<file path="config.mk">
export PLATFORM = sky130hd
export DESIGN_NAME = sasip_top
export DESIGN_NICKNAME = d
export VERILOG_FILES = /design/src/logic/sasip_top.v
export VERILOG_INCLUDE_DIRS = /design/src /design/src/logic
export SDC_FILE = /design/constraint.sdc
export NUM_CORES = 1
export LEC_CHECK = 0
export BUFFER_PORTS_ARGS = -buffer_cell sky130_fd_sc_hd__buf_4
export CAP_MARGIN = 20
export CORE_ASPECT_RATIO = 0.5
export CORE_MARGIN = 4
export CORE_UTILIZATION = 45
export CTS_CLUSTER_SIZE = 8
export DETAILED_ROUTE_END_ITERATION = 10
export GPL_TIMING_DRIVEN = 0
export PLACE_DENSITY = 0.79
export SYNTH_ARGS = -nofsm -noshare
export SYNTH_HDL_FRONTEND = slang
export SYNTH_SLANG_ARGS = --single-unit
</file>
<file path="constraint.sdc">
create_clock -name clk_i -period 8.07 [get_ports clk_i]
set_clock_uncertainty 0.05 [all_clocks]
set_input_delay 0.4035 -clock clk_i [delete_from_list [all_inputs] [get_ports clk_i]]
set_output_delay 0.4035 -clock clk_i [all_outputs]
set_load 0.005 [all_outputs]
</file>
<file path="src/logic/sasip_defs.vh">
// Constants for the shared strap and indicator pin logic
// Assumes inclusion by logic/sasip_top.v only
//
// Summary of operation
// [RULE_01] Each port's link indicator is driven active while that port has a good link.
// [RULE_02] Management address bits 1 and 0 are taken from their shared pins at reset, high giving 1, low giving 0.
// [RULE_03] The link pulse disable strap is ORed with control bit 30.0 and applies to all four ports.
// [RULE_04] Each port's rate indicator is high at 100 Mbit/s and low at 10 Mbit/s. Code drives it low while that port has no good link.
// [RULE_05] The speed strap, default 100 Mbit/s, is ANDed with control bit 0.13 and selects speed on all ports.
// [RULE_06] The speed strap is disregarded while autonegotiation is enabled.
// [RULE_07] The enhanced-mode strap enables security and reassigns carrier sense, collision and slow transmit enable.
// [RULE_08] In enhanced mode the slow transmit enable inputs act as security inputs at both speeds.
// [RULE_09] While a port's security input is high in enhanced mode, jam replaces that port's transmit data.
// [RULE_10] In enhanced mode fast carrier sense pins carry both carrier senses, fast collision pins both collisions.
// [RULE_11] The bused strap routes 100 Mbit/s traffic to the port A fast interface and 10 Mbit/s traffic to port B.
// [RULE_12] In bused mode the per-speed transmit, receive and carrier sense enables become active for arbitration. Code has no carrier sense enables.
// [RULE_13] With the bused strap low the device keeps separate per-port interfaces.
// [RULE_14] Straps are captured once at reset release, held, and only then are the shared pins driven.
`ifndef SASIP_DEFS_VH
`define SASIP_DEFS_VH

// ----------------------------------------
// Strap bit positions in the held strap word
// ----------------------------------------
`define SASIP_PIN_ADDR0      0
`define SASIP_PIN_ADDR1      1
`define SASIP_PIN_NOLP       2
`define SASIP_PIN_SPEED      3
`define SASIP_PIN_SMART      4
`define SASIP_PIN_BUSED      5
`define SASIP_NPINS          6

// ----------------------------------------
// Reset values of held straps
// ----------------------------------------
`define SASIP_STRAP_RST      6'h08

// ----------------------------------------
// Cycles of sampling after reset release
// ----------------------------------------
`define SASIP_SAMPLE_CYC     4'h4

// ----------------------------------------
// Capture states
// ----------------------------------------
`define SASIP_ST_SAMPLE      1'b0
`define SASIP_ST_DRIVE       1'b1

`endif

</file>
<file path="src/logic/sasip_top.v">
// Shared strap / indicator pins with enhanced and bused interface steering
// Assumes pin inputs come from outside the clock domain; MAC side is synchronous
`timescale 1ns/1ps
`include "sasip_defs.vh"

module sasip_top #(
    parameter NPORTS = 4,
    parameter DW = 4
) (
    // Clock and reset
    input wire clk_i,
    input wire rst_n_i,
    // Shared strap / indicator pins: link A..D then rate A..D
    input wire [2*NPORTS-1:0] pin_in_i,
    output reg [2*NPORTS-1:0] pin_out_o,
    output reg [2*NPORTS-1:0] pin_oe_o,
    // Per-port status from the transceiver cores
    input wire [NPORTS-1:0] link_good_i,
    input wire [NPORTS-1:0] port_fast_i,
    input wire [NPORTS-1:0] port_busy_i,
    // Management control bits
    input wire reg_link_pulse_dis_i,
    input wire reg_speed_sel_i,
    input wire reg_autoneg_en_i,
    // MAC side transmit
    input wire [NPORTS-1:0] tx_enable_slow_i,
    input wire [NPORTS*DW-1:0] tx_data_i,
    input wire [DW-1:0] jam_data_i,
    output reg [NPORTS*DW-1:0] tx_data_o,
    output reg [NPORTS-1:0] jam_active_o,
    // Carrier sense and collision
    input wire [NPORTS-1:0] crs_slow_i,
    input wire [NPORTS-1:0] crs_fast_i,
    input wire [NPORTS-1:0] col_slow_i,
    input wire [NPORTS-1:0] col_fast_i,
    output reg [NPORTS-1:0] carrier_sense_fast_o,
    output reg [NPORTS-1:0] carrier_sense_slow_o,
    output reg [NPORTS-1:0] col_fast_o,
    output reg [NPORTS-1:0] col_slow_o,
    // Bused mode steering
    output reg [NPORTS-1:0] tx_enable_fast_o,
    output reg [NPORTS-1:0] tx_enable_slow_o,
    output reg [NPORTS-1:0] rx_enable_fast_o,
    output reg [NPORTS-1:0] rx_enable_slow_o,
    output reg [NPORTS-1:0] fast_owner_o,
    output reg [NPORTS-1:0] slow_owner_o,
    // Resolved configuration
    output reg [1:0] mgmt_addr_strap_o,
    output reg link_pulse_disable_o,
    output reg speed_100_o,
    output reg enhanced_mode_o,
    output reg bused_mode_o,
    output reg straps_valid_o
);

    // ----------------------------------------
    // Reset release
    // ----------------------------------------
    reg [1:0] rst_sync_r;
    wire rst_n;
    always @(posedge clk_i or negedge rst_n_i) begin
        if (!rst_n_i)
            rst_sync_r <= 2'b00;
        else
            rst_sync_r <= {rst_sync_r[0], 1'b1};
    end
    assign rst_n = rst_sync_r[1];

    // ----------------------------------------
    // Pin input synchroniser, three stages
    // ----------------------------------------
    reg [2*NPORTS-1:0] pin_s1_r;
    reg [2*NPORTS-1:0] pin_s2_r;
    reg [2*NPORTS-1:0] pin_s3_r;
    reg [2*NPORTS-1:0] pin_stable_r;
    // Hysteresis stage: a pin level counts only once the second and third
    // flops agree, so a slow strap edge cannot latch a half value
    always @(posedge clk_i or negedge rst_n) begin
        if (!rst_n) begin
            pin_s1_r <= {2*NPORTS{1'b0}};
            pin_s2_r <= {2*NPORTS{1'b0}};
            pin_s3_r <= {2*NPORTS{1'b0}};
            pin_stable_r <= {2*NPORTS{1'b0}};
        end else begin
            pin_s1_r <= pin_in_i;
            pin_s2_r <= pin_s1_r;
            pin_s3_r <= pin_s2_r;
            pin_stable_r <= (pin_s2_r & pin_s3_r) | (pin_stable_r & (pin_s2_r | pin_s3_r));
        end
    end

    // Pin map: link B,C carry address 0,1; link A no-pulse; rate D speed, C smart, B bused
    wire [`SASIP_NPINS-1:0] strap_now;
    assign strap_now[`SASIP_PIN_ADDR0] = pin_stable_r[1];
    assign strap_now[`SASIP_PIN_ADDR1] = pin_stable_r[2];
    assign strap_now[`SASIP_PIN_NOLP] = pin_stable_r[0];
    assign strap_now[`SASIP_PIN_SPEED] = pin_stable_r[NPORTS+3];
    assign strap_now[`SASIP_PIN_SMART] = pin_stable_r[NPORTS+2];
    assign strap_now[`SASIP_PIN_BUSED] = pin_stable_r[NPORTS+1];

    // ----------------------------------------
    // Strap capture
    // ----------------------------------------
    reg state_r;
    reg [3:0] cnt_r;
    reg [`SASIP_NPINS-1:0] strap_r;
    // Counter waits until the stable stage has been filled from the pins;
    // it holds the pins after four edges, so capture on the fifth edge after internal reset release is the earliest safe point
    // Pins stay undriven until capture, so the resistors set the level
    always @(posedge clk_i or negedge rst_n) begin
        if (!rst_n) begin
            state_r <= `SASIP_ST_SAMPLE;
            cnt_r <= 4'h0;
            strap_r <= `SASIP_STRAP_RST;
        end else begin
            case (state_r)
                `SASIP_ST_SAMPLE: begin
                    cnt_r <= cnt_r + 4'h1;
                    if (cnt_r == `SASIP_SAMPLE_CYC) begin
                        strap_r <= strap_now; // see [RULE_14] [RULE_02]
                        state_r <= `SASIP_ST_DRIVE;
                    end
                end
                `SASIP_ST_DRIVE: begin
                    state_r <= `SASIP_ST_DRIVE;
                end
                default: begin
                    state_r <= `SASIP_ST_SAMPLE;
                end
            endcase
        end
    end

    // ----------------------------------------
    // Resolved configuration
    // ----------------------------------------
    // Held smart and bused straps are used only in the drive state, so those modes stay off
    // while the pins are still being sampled
    wire drive = (state_r == `SASIP_ST_DRIVE);
    wire nolp_nxt = strap_r[`SASIP_PIN_NOLP] | reg_link_pulse_dis_i; // see [RULE_03]
    // Autonegotiation decides speed per port when enabled
    wire speed_nxt = reg_autoneg_en_i | (strap_r[`SASIP_PIN_SPEED] & reg_speed_sel_i); // see [RULE_05] [RULE_06]
    wire smart = drive & strap_r[`SASIP_PIN_SMART]; // see [RULE_07]
    wire bused = drive & strap_r[`SASIP_PIN_BUSED]; // see [RULE_11] [RULE_13]
    wire [NPORTS-1:0] fast_eff = reg_autoneg_en_i ? port_fast_i : {NPORTS{speed_nxt}};

    // Lowest-numbered busy port wins each shared interface
    // Fixed priority: a busy low-numbered port can starve the others;
    // attached logic must drop its busy flag between frames
    function [NPORTS-1:0] sasip_pick;
        input [NPORTS-1:0] req;
        begin
            sasip_pick = req & (~req + {{(NPORTS-1){1'b0}}, 1'b1});
        end
    endfunction

    wire [NPORTS-1:0] fast_req = port_busy_i & fast_eff;
    wire [NPORTS-1:0] slow_req = port_busy_i & ~fast_eff;
    wire [NPORTS-1:0] fast_gnt = sasip_pick(fast_req); // see [RULE_11]
    wire [NPORTS-1:0] slow_gnt = sasip_pick(slow_req);

    // ----------------------------------------
    // Registered outputs
    // ----------------------------------------
    genvar g;
    generate
        for (g = 0; g < NPORTS; g = g + 1) begin : g_port
            // Jam replaces the whole nibble while the security input is high;
            // it follows the input one cycle later
            wire sec = smart & tx_enable_slow_i[g]; // see [RULE_08]
            always @(posedge clk_i or negedge rst_n) begin
                if (!rst_n) begin
                    tx_data_o[g*DW +: DW] <= {DW{1'b0}};
                    jam_active_o[g] <= 1'b0;
                    carrier_sense_fast_o[g] <= 1'b0;
                    carrier_sense_slow_o[g] <= 1'b0;
                    col_fast_o[g] <= 1'b0;
                    col_slow_o[g] <= 1'b0;
                    tx_enable_fast_o[g] <= 1'b0;
                    tx_enable_slow_o[g] <= 1'b0;
                    rx_enable_fast_o[g] <= 1'b0;
                    rx_enable_slow_o[g] <= 1'b0;
                end else begin
                    tx_data_o[g*DW +: DW] <= sec ? jam_data_i : tx_data_i[g*DW +: DW]; // see [RULE_09]
                    jam_active_o[g] <= sec;
                    carrier_sense_fast_o[g] <= smart ? (crs_fast_i[g] | crs_slow_i[g]) : crs_fast_i[g]; // see [RULE_10]
                    // Enhanced mode parks the slow outputs low; the merged
                    // value appears on the fast outputs only
                    carrier_sense_slow_o[g] <= smart ? 1'b0 : crs_slow_i[g];
                    col_fast_o[g] <= smart ? (col_fast_i[g] | col_slow_i[g]) : col_fast_i[g]; // see [RULE_10]
                    col_slow_o[g] <= smart ? 1'b0 : col_slow_i[g];
                    tx_enable_fast_o[g] <= bused & fast_gnt[g]; // see [RULE_12]
                    tx_enable_slow_o[g] <= bused & slow_gnt[g];
                    rx_enable_fast_o[g] <= bused & fast_gnt[g];
                    rx_enable_slow_o[g] <= bused & slow_gnt[g];
                end
            end
        end
    endgenerate

    always @(posedge clk_i or negedge rst_n) begin
        if (!rst_n) begin
            pin_out_o <= {2*NPORTS{1'b0}};
            pin_oe_o <= {2*NPORTS{1'b0}};
            fast_owner_o <= {NPORTS{1'b0}};
            slow_owner_o <= {NPORTS{1'b0}};
            mgmt_addr_strap_o <= 2'b00;
            link_pulse_disable_o <= 1'b0;
            speed_100_o <= 1'b1;
            enhanced_mode_o <= 1'b0;
            bused_mode_o <= 1'b0;
            straps_valid_o <= 1'b0;
        end else begin
            // Rate lamp lights only with a link, so an idle port shows both lamps off
            pin_out_o <= {fast_eff & link_good_i, link_good_i}; // see [RULE_01] [RULE_04]
            pin_oe_o <= {2*NPORTS{drive}}; // see [RULE_14]
            fast_owner_o <= bused ? fast_gnt : {NPORTS{1'b0}};
            slow_owner_o <= bused ? slow_gnt : {NPORTS{1'b0}};
            mgmt_addr_strap_o <= {strap_r[`SASIP_PIN_ADDR1], strap_r[`SASIP_PIN_ADDR0]}; // see [RULE_02]
            link_pulse_disable_o <= nolp_nxt;
            speed_100_o <= speed_nxt;
            enhanced_mode_o <= smart;
            bused_mode_o <= bused;
            straps_valid_o <= drive;
        end
    end

endmodule

</file>
---- Word-level counts from Yosys, hierarchy flattened ----
Cells that the tools add are included.
storage, ports and cells
  register bits ........................... 113
  output and inout bits ................... 83
  logic and storage cells ................. 118
operators by class
  add/subtract/negate cells ............... 3
  muxes and demuxes ....................... 25
  equal/unequal tests ..................... 1
  bitwise logic cells ..................... 38
  reductions and logical operators ........ 1
operator list
  kind                                           number
  2-to-1 mux 4 bit                               7
  bitwise AND 4 bit                              5
  2-to-1 mux 1 bit                               17
  bitwise AND 8 bit                              2
  bitwise OR 8 bit                               2
  bitwise AND 1 bit                              15
  adder 4 x 1 -> 4 bit, second input constant    3
  NOT 4 bit                                      3
  bitwise OR 1 bit                               10
  == test 4 x 3 -> 1 bit, second input constant  1
  one-hot mux 1 bit (2 select lines)             1
  AND reduction 2 bit                            1
  NOT 1 bit                                      1

---- Longest topological paths before layout ----
  depth after elaboration ................. 9
  mapped depth ............................ 6
  gate-level depth less buffers ........... 5

---- Worst setup path after synthesis ----
No wires, ideal clock.
  kind .................................... reg-to-reg
  start point ............................. register cnt_r[0]
  end point ............................... register strap_r[0]
  stages on the path, launching flop included .. 6
  path buffers ............................ 0
  arrival time ............................ 1.244 ns
  slack ................................... 6.651 ns
  cells stage by stage .................... dfrtp_1 > inv_1 > ha_1 > nand3b_1 > nor2_2 > mux2_2
on the way
  longest elaborated chain between the ends .. 2
RTL lines
  what                                     RTL line         RTL
  from (decl)                              sasip_top.v:105  reg [3:0] cnt_r;
  from (signal assigned)                   sasip_top.v:118  cnt_r <= cnt_r + 4'h1;
  == test 4 x 3 -> 1 bit (no source line)  n/a
  AND reduction 2 bit (no source line)     n/a
  to (signal assigned)                     sasip_top.v:114  strap_r <= `SASIP_STRAP_RST;
  to (signal assigned)                     sasip_top.v:120  strap_r <= strap_now;
  to (decl)                                sasip_top.v:106  reg [`SASIP_NPINS-1:0] strap_r;
Every way passes these cells.
A chain may end at the register's enable or synchronous reset.

---- Worst setup path in the final report ----
  start point ............................. register cnt_r[0]
  end point ............................... register strap_r[4]
The elaborated chain is that of the path after synthesis.

==> qor.csv <==
metric,value,unit
Critical Path End Type,flop,
DRC,0,
clock insertion delay at the later pin of the skew report,0.33,ns
WL final,7340,um
die area,9390,um2
Worst Hold Endpoint,pin_s1_r[2],
Final Net Count,453,
Pint,0.000799,W
outcome,"finished, final reports clean",
synthesized flop and latch total,96,
Worst Hold Class,input pin to flop,
Port Buf Inserts,144,
clk slew on worst S/H paths,0.07,ns
clk buf depth,2,
synth warn,0,
die extent in x,133,um
Post-Route Setup TNS,0,ns
"EDFF count, synth",0,
WHS Path Cells,1,
Sink Count,96,
Hold Startpoint,pin_in_i[2],
via count,2262,
Synth Area in Simple Gates,8.71,%
Post-Synthesis Cells,229,
main combinational cell family by area after synthesis,simple AND/OR/NAND/NOR gates,
starting density of the core,47.2,%
WL/cell,14.7,um
Setup Slack @ Placement,6.46,ns
GRT Util Overall,16.5,%
Power Density,205,nW/um2
"setup slack, reg-to-reg",6.47,ns
Layout area overhead,43.5,%
Core ar.,7460,um2
Syn Nets,296,
Comb power frac,12.0,%
max-capacitance violation count,0,
fmax,624,MHz
Power Total,0.00104,W
Synth Flop Type,dfrtp_1,
ranking of synthesized cells by area,"dfrtp_1, mux2_2, buf_4",
LEAKAGE,2.54,nW
Placer Congestion,0.802,
compound-cell area share of the yosys netlist,4.58,%
# diodes,0,
final worst path period need,1.60,ns
CP required,8.24,ns
"Slew Viols, Final",0,
largest vdd supply drop,0.150,mV
syn avg cell area,15.4,um2
ys async rst share,100,%
TritonCTS Buffers,9,
share of the synthesized area in the top cell type,66.8,%
Post-Synth Adder-Cell Area,2.42,%
crit-path max FO,6,
first-iteration detailed-routing DRC count,102,
Die Y,70.5,um
Final Hold Fails,0,
Net Sw Frac,23.0,%
CP Class,flop to flop,
global-route wire length before repair,12200,um
Sw Pwr,0.000238,W
R2R cell count,5,
RSZ-0062 raised after global routing,no,
R2R Path End,strap_r[4],
number of global-route vias before repair,2531,
count of final setup violators,0,
"Arr. time, crit path",1.77,ns
Critical Path Source Type,flop,
gr ovfl total,0,
CTS root buf,clkbuf_16,
"area leader, netlist",dfrtp_1,
Tcrit/Tclk final,19.8,%
Post-Syn Area,3520,um2
Ports,148,
setup ws final,6.47,ns
final instance area,5050,um2
CTS tree,built,
num rows,22,
post-synthesis xor/xnor area fraction,0.746,%
cell count after placement,482,
RR Startpoint,cnt_r[0],
Placed Instance Area,4770,um2
initial antenna violation count,0,
vias per cell,4.53,
multiplexer share of the synthesized area,7.78,%
Detailed Place HPWL,5670,um
H-Tree Level Count,3,
layout cells sized above 1,58.6,%
sequential share of power,50.9,%
fraction of power consumed by the clock network,37.1,%
Antenna Nets Post-Route,0,
DRT Pass-1 Iters,4,
pin count of the biggest net entering global routing,69,
fill cell count,574,
library cells used by synthesis,40,
final std cells w/o fill,499,
"Seq/Total Area, Yosys",68.3,%
## cell type report
| type | count | area [um2] | area share (%) |
|---|---|---|---|
| flip-flops and latches | 96 | 2410 | 47.7 |
| inverters | 9 | 33.8 | 0.669 |
| well taps | 108 | 135 | 2.68 |
| plain buffers | 28 | 225 | 4.46 |
| multi-input cells | 96 | 857 | 17.0 |
| clock buffers | 10 | 229 | 4.53 |
| repair buffers | 146 | 1120 | 22.1 |
| clock inverters | 6 | 43.8 | 0.867 |
## cell usage in the layout (no fill, tap or decap), types with 2 or more instances in the layout
cell type  netlist  layout
buf_4           24     168
dfrtp_1         94      93
mux2_2          19      19
and2_1          11      11
nand2_1          9       9
a21o_1           9       9
clkbuf_16        0       9
inv_1            8       8
maj3_1           6       6
buf_6            4       4
mux2_4           4       4
a21oi_1          3       3
xnor2_1          3       3
and3_4           2       2
o21ai_0          2       2
nor2_1           2       2
nand2_4          2       2
nand2b_1         2       2
ha_1             2       2
clkinv_2         0       2
inv_6            0       2
dfstp_2          2       2
## what timing repair did
| item | CTS | global route |
|---|---|---|
| gates resized for setup | 0 | 0 |
| hold buffers | 1 | 0 |
| buffers inserted | 0 | 0 |
| endpoints found under the hold margin | 2 | 0 |
## per-layer routing
layer  vias to the layer above  part of all wire, %  track usage (%)
li1                       1045                    -                -
met1                      1125                   37             17.8
met2                        83                   55             30.4
met3                         9                  7.5             6.04
met4                         0                  1.1             5.59
met5                         -                    0                0
## how the worst max path moves through the flow
stage,startpoint,endpoint,slack (ns),depth (start not counted)
after floorplan,rst_sync_r[1],bused_mode_o,5.15,0
after global placement,rst_sync_r[1],pin_out_o[2],4.40,0
after detailed placement,cnt_r[0],strap_r[2],6.46,5
after CTS,cnt_r[0],strap_r[4],6.45,5
after global routing,cnt_r[0],strap_r[4],6.38,5
final,cnt_r[0],strap_r[4],6.47,5
## power by group through the flow
stage | clock, W | sequential (W) | combinational, W
5_1_grt | 0.000419 | 0.000532 | 0.000135
6_report | 0.000385 | 0.000528 | 0.000124
2_1_floorplan | 0 | 0.000541 | 0.0000435
3_5_place_dp | 0 | 0.000538 | 0.000126
3_3_place_gp | 0 | 0.000542 | 0.000114
4_1_cts | 0.000395 | 0.000529 | 0.000126
## kinds of logic after synthesis
kind of cell               Yosys count
buffers and inverters               37
xor gates and xnor gates             3
DFF                                 96
adders and majority gates            8
AOI/OAI and AO/OA                   19
and+or+nand+nor                     42
muxes                               23
other                                1
## synthesized netlist by cell type (2+ instances only)
cell and n:
buf_4 24, and3_4 2, mux2_4 4, nand2_4 2
a21o_1 9, dfrtp_1 94, a21oi_1 3, maj3_1 6
nand2_1 9, mux2_2 19, xnor2_1 3, ha_1 2
dfstp_2 2, nand2b_1 2, buf_6 4, nor2_1 2
inv_1 8, o21ai_0 2, and2_1 11
## sequential cells by signal (all words and copies together) (netlist names), 6 cells and up
name	count
pin_out_o	8
strap_r	6
pin_s2_r	6
tx_data_o	16
pin_s3_r	6
pin_stable_r	6
pin_s1_r	6
## per-stage QoR
step	utilization, %	hold slack (ns)
3_3_place_gp	63.5	0.136
6_report	67.7	0.122
2_1_floorplan	-	0.0579
5_1_grt	67.7	0.101
4_1_cts	67.7	0.108
3_5_place_dp	63.9	0.137
## critical path, cell delays in order, from the launching register on
cell and delay [ns]:
dfrtp_1 0.42, inv_1 0.08, ha_1 0.15, nand3b_1 0.11, nor2_2 0.30, mux2_2 0.38
No activity file was read; power rests on OpenSTA's default activity.
